[config.mk]
export PLATFORM = sky130hd
export DESIGN_NAME = l1rt_timer
export DESIGN_NICKNAME = d
export VERILOG_FILES = /design/src/verilog/l1rt_pkg.sv /design/src/verilog/l1rt_counter.sv /design/src/verilog/l1rt_timer.sv
export SDC_FILE = /design/constraint.sdc
export NUM_CORES = 1
export LEC_CHECK = 0
export ABC_CLOCK_PERIOD_IN_PS = 2800
export BUFFER_PORTS_ARGS = -buffer_cell sky130_fd_sc_hd__buf_2
export CAP_MARGIN = 10
export CORE_MARGIN = 4
export CORE_UTILIZATION = 25
export DETAILED_ROUTE_END_ITERATION = 8
export SKIP_LAST_GASP = 1
export SLEW_MARGIN = 5
export SYNTH_ARGS = -nofsm -noshare
export SYNTH_HDL_FRONTEND = slang
export SYNTH_SLANG_ARGS = --single-unit
[constraint.sdc]
create_clock -name REF_CLK_I -period 2.8 [get_ports REF_CLK_I]
set_input_delay 0.42 -clock REF_CLK_I [delete_from_list [all_inputs] [get_ports REF_CLK_I]]
set_output_delay 0.42 -clock REF_CLK_I [all_outputs]
set_load 0.02 [all_outputs]
[src/verilog/l1rt_pkg.sv]
// Purpose: shared constants and types for the L1 entry rejection timer
// Assumes: 32-bit APB register access, one clock
// Notes:   one control register, one status register
package l1rt_pkg;
   // register map
   localparam logic [11:0] L1RT_CTL_OFFSET       = 12'h710;
   localparam logic [11:0] L1RT_STAT_OFFSET      = 12'h714;
   // field layout of the control register
   localparam int          L1RT_INTERVAL_LSB     = 0;
   localparam int          L1RT_INTERVAL_W       = 14;
   localparam int          L1RT_START_SEL_BIT    = 16;
   // reset values
   localparam logic [13:0] L1RT_INTERVAL_RST     = 14'h0947;
   localparam logic        L1RT_START_SEL_RST    = 1'b1;
   // timing: one count is one period of the timer clock
   localparam int          L1RT_TICK_NS          = 4;
   localparam int          L1RT_CLK_PERIOD_NS    = 100;
   localparam int          L1RT_CYC_PER_TICK     = (L1RT_TICK_NS + L1RT_CLK_PERIOD_NS - 1) / L1RT_CLK_PERIOD_NS;

   // apb request bundle
   typedef struct packed {
      logic        psel;
      logic        penable;
      logic        pwrite;
      logic [11:0] paddr;
      logic [31:0] pwdata;
   } l1rt_apb_req_type;

   // link events seen by the timer
   typedef struct packed {
      logic nak_sent;
      logic req_rcvd;
   } l1rt_evt_type;
endpackage : l1rt_pkg

[src/verilog/l1rt_counter.sv]
// Purpose: down counter of the rejection wait
// Assumes: load has priority over counting
// Notes:   running is high while a nonzero count remains
`timescale 1ns/1ps
module l1rt_counter (
   input  wire logic        clk_i,
   input  wire logic        resetn_i,
   input  wire logic        load_i,
   input  wire logic [13:0] value_i,
   input  wire logic        tick_i,
   output logic [13:0]      count_o,
   output logic             running_o
);
   logic [13:0] count_q;
   logic [13:0] count_d;

   // next count: load, else decrement on tick
   assign count_d   = load_i ? value_i :
                      ((tick_i && count_q != 14'h0000) ? count_q - 14'h0001 : count_q);
   assign count_o   = count_q;
   assign running_o = (count_q != 14'h0000);

   // count register
   always_ff @(posedge clk_i or negedge resetn_i) begin
      if (!resetn_i) begin
         count_q <= 14'h0000;
      end else begin
         count_q <= count_d;
      end
   end
endmodule : l1rt_counter

[src/verilog/l1rt_timer.sv]
// Purpose: L1 entry rejection timer with APB control register
// Assumes: link events are one-cycle pulses from same-clock logic
// Notes:   counts clock cycles of REF_CLK_I as timer ticks
//
// Operation
// - a 14-bit minimum interval in bits 13:0 sets the least wait in timer cycles between two requests.
// - the interval resets to 0x947 (2375) and is read/write by software.
// - each interval count is one 4 ns timer period; the code counts one 100 ns REF_CLK_I cycle per count.
// - the partner sends request DLLPs and the port answers with an acknowledge or a refusal.
// - after refusing a request the port counts the interval before taking any new request.
// - a select bit at 16, reset 1, chooses request handling, and the timer starts on the refusal message.
// - with select 0 each request DLLP during the wait restarts the timer.
// - with select 1 request DLLPs during the wait are ignored and the count keeps stepping down.
// - after expiry the next request DLLP is flagged as a new request.
//
// Register access over APB was chosen for this implementation.
`timescale 1ns/1ps
module l1rt_timer
   import l1rt_pkg::*;
(
   input  wire logic                       REF_CLK_I,
   input  wire logic                       RESETN_I,
   input  wire l1rt_pkg::l1rt_apb_req_type APB_REQ_I,
   output logic [31:0]                     PRDATA_O,
   output logic                            PREADY_O,
   output logic                            PSLVERR_O,
   input  wire l1rt_pkg::l1rt_evt_type     EVT_I,
   output logic                            NEW_REQ_O,
   output logic                            TIMER_BUSY_O
);
   import l1rt_pkg::*;

   ////////////////////////////////////////////////////////////////////////////
   // helper functions
   // address match of one register word
   function automatic logic addr_hit(input logic [11:0] addr, input logic [11:0] offset);
      return addr == offset;
   endfunction : addr_hit

   // a nonzero count keeps the timer busy
   function automatic logic count_live(input logic [13:0] value);
      return value != 14'h0000;
   endfunction : count_live

   ////////////////////////////////////////////////////////////////////////////
   // register bus
   logic [13:0] interval_q;
   logic        start_sel_q;
   logic [31:0] prdata_q;
   logic        pready_q;
   logic        pslverr_q;
   logic        new_req_q;
   logic        busy_q;
   logic [13:0] count;
   logic        running;

   // decode of setup phase; answer one cycle later
   wire         setup     = APB_REQ_I.psel && !APB_REQ_I.penable;
   wire         access_ph = APB_REQ_I.psel && APB_REQ_I.penable && pready_q;
   wire         hit_ctl   = addr_hit(APB_REQ_I.paddr, L1RT_CTL_OFFSET);
   wire         hit_stat  = addr_hit(APB_REQ_I.paddr, L1RT_STAT_OFFSET);
   // a write lands at the edge that completes the access phase
   wire         wr_ctl    = access_ph && APB_REQ_I.pwrite && hit_ctl;
   wire [31:0]  ctl_word = {15'h0000, start_sel_q, 2'h0, interval_q};
   wire [31:0]  st_word  = {17'h00000, running, count};
   wire [31:0]  rd_word  = hit_ctl ? ctl_word : (hit_stat ? st_word : 32'h00000000);

   // control register, written when the access completes
   always_ff @(posedge REF_CLK_I or negedge RESETN_I) begin
      if (!RESETN_I) begin
         interval_q  <= L1RT_INTERVAL_RST;
         start_sel_q <= L1RT_START_SEL_RST;
      end else if (wr_ctl) begin
         interval_q  <= APB_REQ_I.pwdata[L1RT_INTERVAL_LSB +: L1RT_INTERVAL_W];
         start_sel_q <= APB_REQ_I.pwdata[L1RT_START_SEL_BIT];
      end
   end

   // no wait state response: ready in the first access cycle
   always_ff @(posedge REF_CLK_I or negedge RESETN_I) begin
      if (!RESETN_I) begin
         pready_q  <= 1'b0;
         pslverr_q <= 1'b0;
         prdata_q  <= 32'h00000000;
      end else begin
         pready_q  <= setup;
         pslverr_q <= setup && !(hit_ctl || (hit_stat && !APB_REQ_I.pwrite));
         prdata_q  <= (setup && !APB_REQ_I.pwrite) ? rd_word : 32'h00000000;
      end
   end

   assign PRDATA_O  = prdata_q;
   assign PREADY_O  = pready_q;
   assign PSLVERR_O = pslverr_q;

   ////////////////////////////////////////////////////////////////////////////
   // rejection timer
   // one tick per clock: the clock is slower than the 4 ns tick
   wire tick    = (L1RT_CYC_PER_TICK >= 1);
   // start on refusal; restart on request only with select 0
   wire restart = EVT_I.req_rcvd && running && !start_sel_q;
   wire load    = EVT_I.nak_sent || restart;
   // a request after expiry counts as new
   wire is_new  = EVT_I.req_rcvd && !running && !EVT_I.nak_sent;

   l1rt_counter u_counter (
      .clk_i     (REF_CLK_I),
      .resetn_i  (RESETN_I),
      .load_i    (load),
      .value_i   (interval_q),  // sampled at load
      .tick_i    (tick),
      .count_o   (count),
      .running_o (running)
   );

   // registered event outputs
   always_ff @(posedge REF_CLK_I or negedge RESETN_I) begin
      if (!RESETN_I) begin
         new_req_q <= 1'b0;
         busy_q    <= 1'b0;
      end else begin
         new_req_q <= is_new;
         busy_q    <= load ? count_live(interval_q) : (count > 14'h0001);
      end
   end

   assign NEW_REQ_O    = new_req_q;
   assign TIMER_BUSY_O = busy_q;
endmodule : l1rt_timer

==> results.md <==
* CTS max path bufs at 2
* Gates resized, CTS repair at 0
* Routability Congestion at 0.8652
* Post-synth EDFFs at 0
* Power Dens Cells at 503.3 mW/mm²
* CTS tree: built
* Clk_skew at roughly 12 ps
* Clk pin slew, worst setup/hold paths at 90 ps
* Critical Path Source Type: flip-flop
* Status: finished, final reports clean
* Yosys reg bits at between 40 and 50
* Max IR drop VDD at 0.1948 mV
* Port buffer count at 53
* DRT iter0 DRCs at around 130
* Critical Path, Cell by Cell: or4_4 > or3_4 > or2_4 > mux2_4
* Initial antenna violation count at 0
* Post-CTS setup buffers at 0
* Most area-consuming cells after synthesis: dfrtp_1 (43%), dfstp_2 (7.4%), mux2_2 (6.4%), mux2i_1 (5.7%), buf_4 (4.9%)
* RSZ-0062 raised after global routing: false
* Yosys warnings at 0
* Die Y at between 100 and 150 µm
* Synth Instances at about 220
* Design Power at 1.465 mW
* Critical Path End Type: flip-flop
* Overall die width at 107.4 µm
* CTS H-tree lvls at 2
* Final worst-path cycle share at 75.85%
* Finished Core Util at between 30% and 40%
* Area growth from synthesis to layout at 17.82%
* Yosys top cell by area: dfrtp_1
* WS Path Type: flip-flop to flip-flop
* Ports at 87
* Worst relative slew slack at a little under two fifths
* TritonCTS Sinks at 49
* CP max FO at 13
* Post-layout min period at 2124 ps
* Post-synthesis cell area at 0.002471 mm²
* FP Rows at 36
* Hold-fix buffers, CTS at 0
* CTS buffer count at 5
* Most used DFF post-synth: dfrtp_1
* Commonest non-fill, non-tap cells in the layout: buf_2 (53), dfrtp_1 (42), nor2_1 (22)
* Unique masters post-synth at 52
* Hold Path Class: input pin to asynchronous set/reset pin
* Vias per cell at 4.554
* Final WS setup at ~680 ps
* CP arrival at ~2300 ps
* LEAKAGE at approximately 1.4 nW
* Dpl hpwl at 4211 µm
* Via count of the first global-routing pass at about 1800
* Total gr overflow at 0
* Final hold vios at 0
* Initial Util at 25.52%
* Dpl ws at roughly 690 ps
* Setup tns final at 0 ps
* Largest net degree at the start of global routing at 30
* Final net count at about 330
* Area share of the largest cell type after synthesis at between 40% and 50%
* Slowest-stage cell, CP: or4_4
* Tot GR Track Use at about a tenth
* Worst path required time at around 3000 ps
* Mean Syn Cell Area at roughly 11 µm²
* Max incr delay on CP at between 500 and 600 ps
* Routed Antenna Nets at 0
* Worst r2r src: u_counter.count_o[10]$_DFFE_PN0P_
* Root Buffer: clkbuf_8
* First-pass GRT wire length at between 9000 and 10000 µm
* Worst skew pair latency at 310 ps
* Fraction of layout cells with a size suffix above 1 at about 35%
* DR WL/cell at between 10 and 15 µm
* CP bufs+invs at 0
* Max-capacitance violation count at 0
* Hold WS at ~120 ps
* Routed WL at roughly 5700 µm
* Diodes inserted at 0
* DIE AREA at 0.01154 mm²
* Fraction of registers with async set/reset at between 90% and 100%
* Vias at about 1900
* FMAX at 470.9 MHz
* Crit path from: u_counter.count_o[10]$_DFFE_PN0P_
* Final Max Slew Viols at 0
* DRT Pass-1 Iters at 4
* Area of the core at 0.009684 mm²
* Final setup violation count at 0
* DRC at 0
* Pin slew with the least headroom to its limit at between 900 and 1000 ps
* Top delay family on crit path: simple AND/OR/NAND/NOR gates
* Commonest non-fill, non-tap cell in the layout: buf_2
* Sequential area share after synthesis at between 40% and 50%
[final timing paths]
path	depth (start not counted)	end	slack, ps
setup reg to reg	4	u_counter.count_o[1]$_DFFE_PN0P_	680
hold reg to reg	1	PRDATA_O[16]$_DFF_PN0_	540
hold / removal	1	PREADY_O$_DFF_PN0_	120
min in group REF_CLK_I	2	NEW_REQ_O$_DFF_PN0_	320
max in group asynchronous	2	interval_q[11]$_DFFE_PN1P_	1900
setup / recovery	4	u_counter.count_o[1]$_DFFE_PN0P_	680
[worst register-to-register path, cell delays in order (launching register included)]
cell and delay [ps]:
dfrtp_1 460, or4_4 560, or3_4 430, or2_4 290, mux2_4 300
[metal layers]
layer | vias to the layer above | part of all wire, % | routed length [µm] | track usage, %
li1 | 889 | - | - | -
met1 | 909 | 41 | 2348 | 12.89
met2 | 61 | 49 | 2773 | 16.76
met3 | 8 | 7.9 | 451 | 2.699
met4 | 0 | 2.2 | 123 | 4.509
met5 | - | 0 | 0 | 0
[Yosys cell counts, drive strengths merged (3+ instances only)]
| cell | count |
|---|---|
| clkbuf | 9 |
| nor4b | 3 |
| nor3 | 7 |
| mux2 | 16 |
| or4 | 4 |
| nand4 | 5 |
| o22ai | 7 |
| nor4 | 6 |
| o211ai | 3 |
| dfstp | 7 |
| o2bb2ai | 3 |
| a21oi | 7 |
| xor2 | 4 |
| buf | 20 |
| or2 | 3 |
| nor2 | 22 |
| o21ai | 6 |
| nand3 | 3 |
| mux2i | 14 |
| dfrtp | 42 |
| inv | 4 |
[cells by family (layout without fill, tap and decap cells)]
| family | count (synthesis) | after routing | synth area share [%] |
|---|---|---|---|
| buffers and inverters | 33 | 71 | 7.848 |
| other | 1 | 16 | 0.1518 |
| muxes | 30 | 30 | 13.11 |
| and+or+nand+nor | 64 | 64 | 15.04 |
| adders and majority gates | 2 | 2 | 1.012 |
| DFF | 49 | 49 | 49.97 |
| AOI/OAI and AO/OA | 40 | 40 | 11.09 |
| xor gates and xnor gates | 5 | 5 | 1.772 |
[flip-flops by register name, summed over array words and instances (netlist names)]
register and count:
PRDATA_O 16, interval_q 14, u_counter.count_o 14, NEW_REQ_O 1
PREADY_O 1, PSLVERR_O 1, TIMER_BUSY_O 1, start_sel_q 1
[area by class of cell]
cell class | count | area (µm²)
clock inverter | 3 | 17.52
tap | 133 | 166.4
multi-input combinational | 157 | 1099
clock buffer | 5 | 68.82
inverter | 4 | 15.01
fill | 1006 | 6773
timing repair buffer | 59 | 310.3
sequential | 49 | 1235
[metrics by stage]
step | instance area [µm²] | cells
2_1_floorplan | 2527 | 239
3_3_place_gp | 2825 | 402
3_5_place_dp | 2825 | 402
4_1_cts | 2912 | 410
5_1_grt | 2912 | 410
6_report | 2912 | 410
[report_power, final]
part | switching, mW | internal [mW]
registers | 0.0363 | 0.731
logic | 0.171 | 0.122
clock network | 0.233 | 0.173
Power figures use the tool's default switching activity.
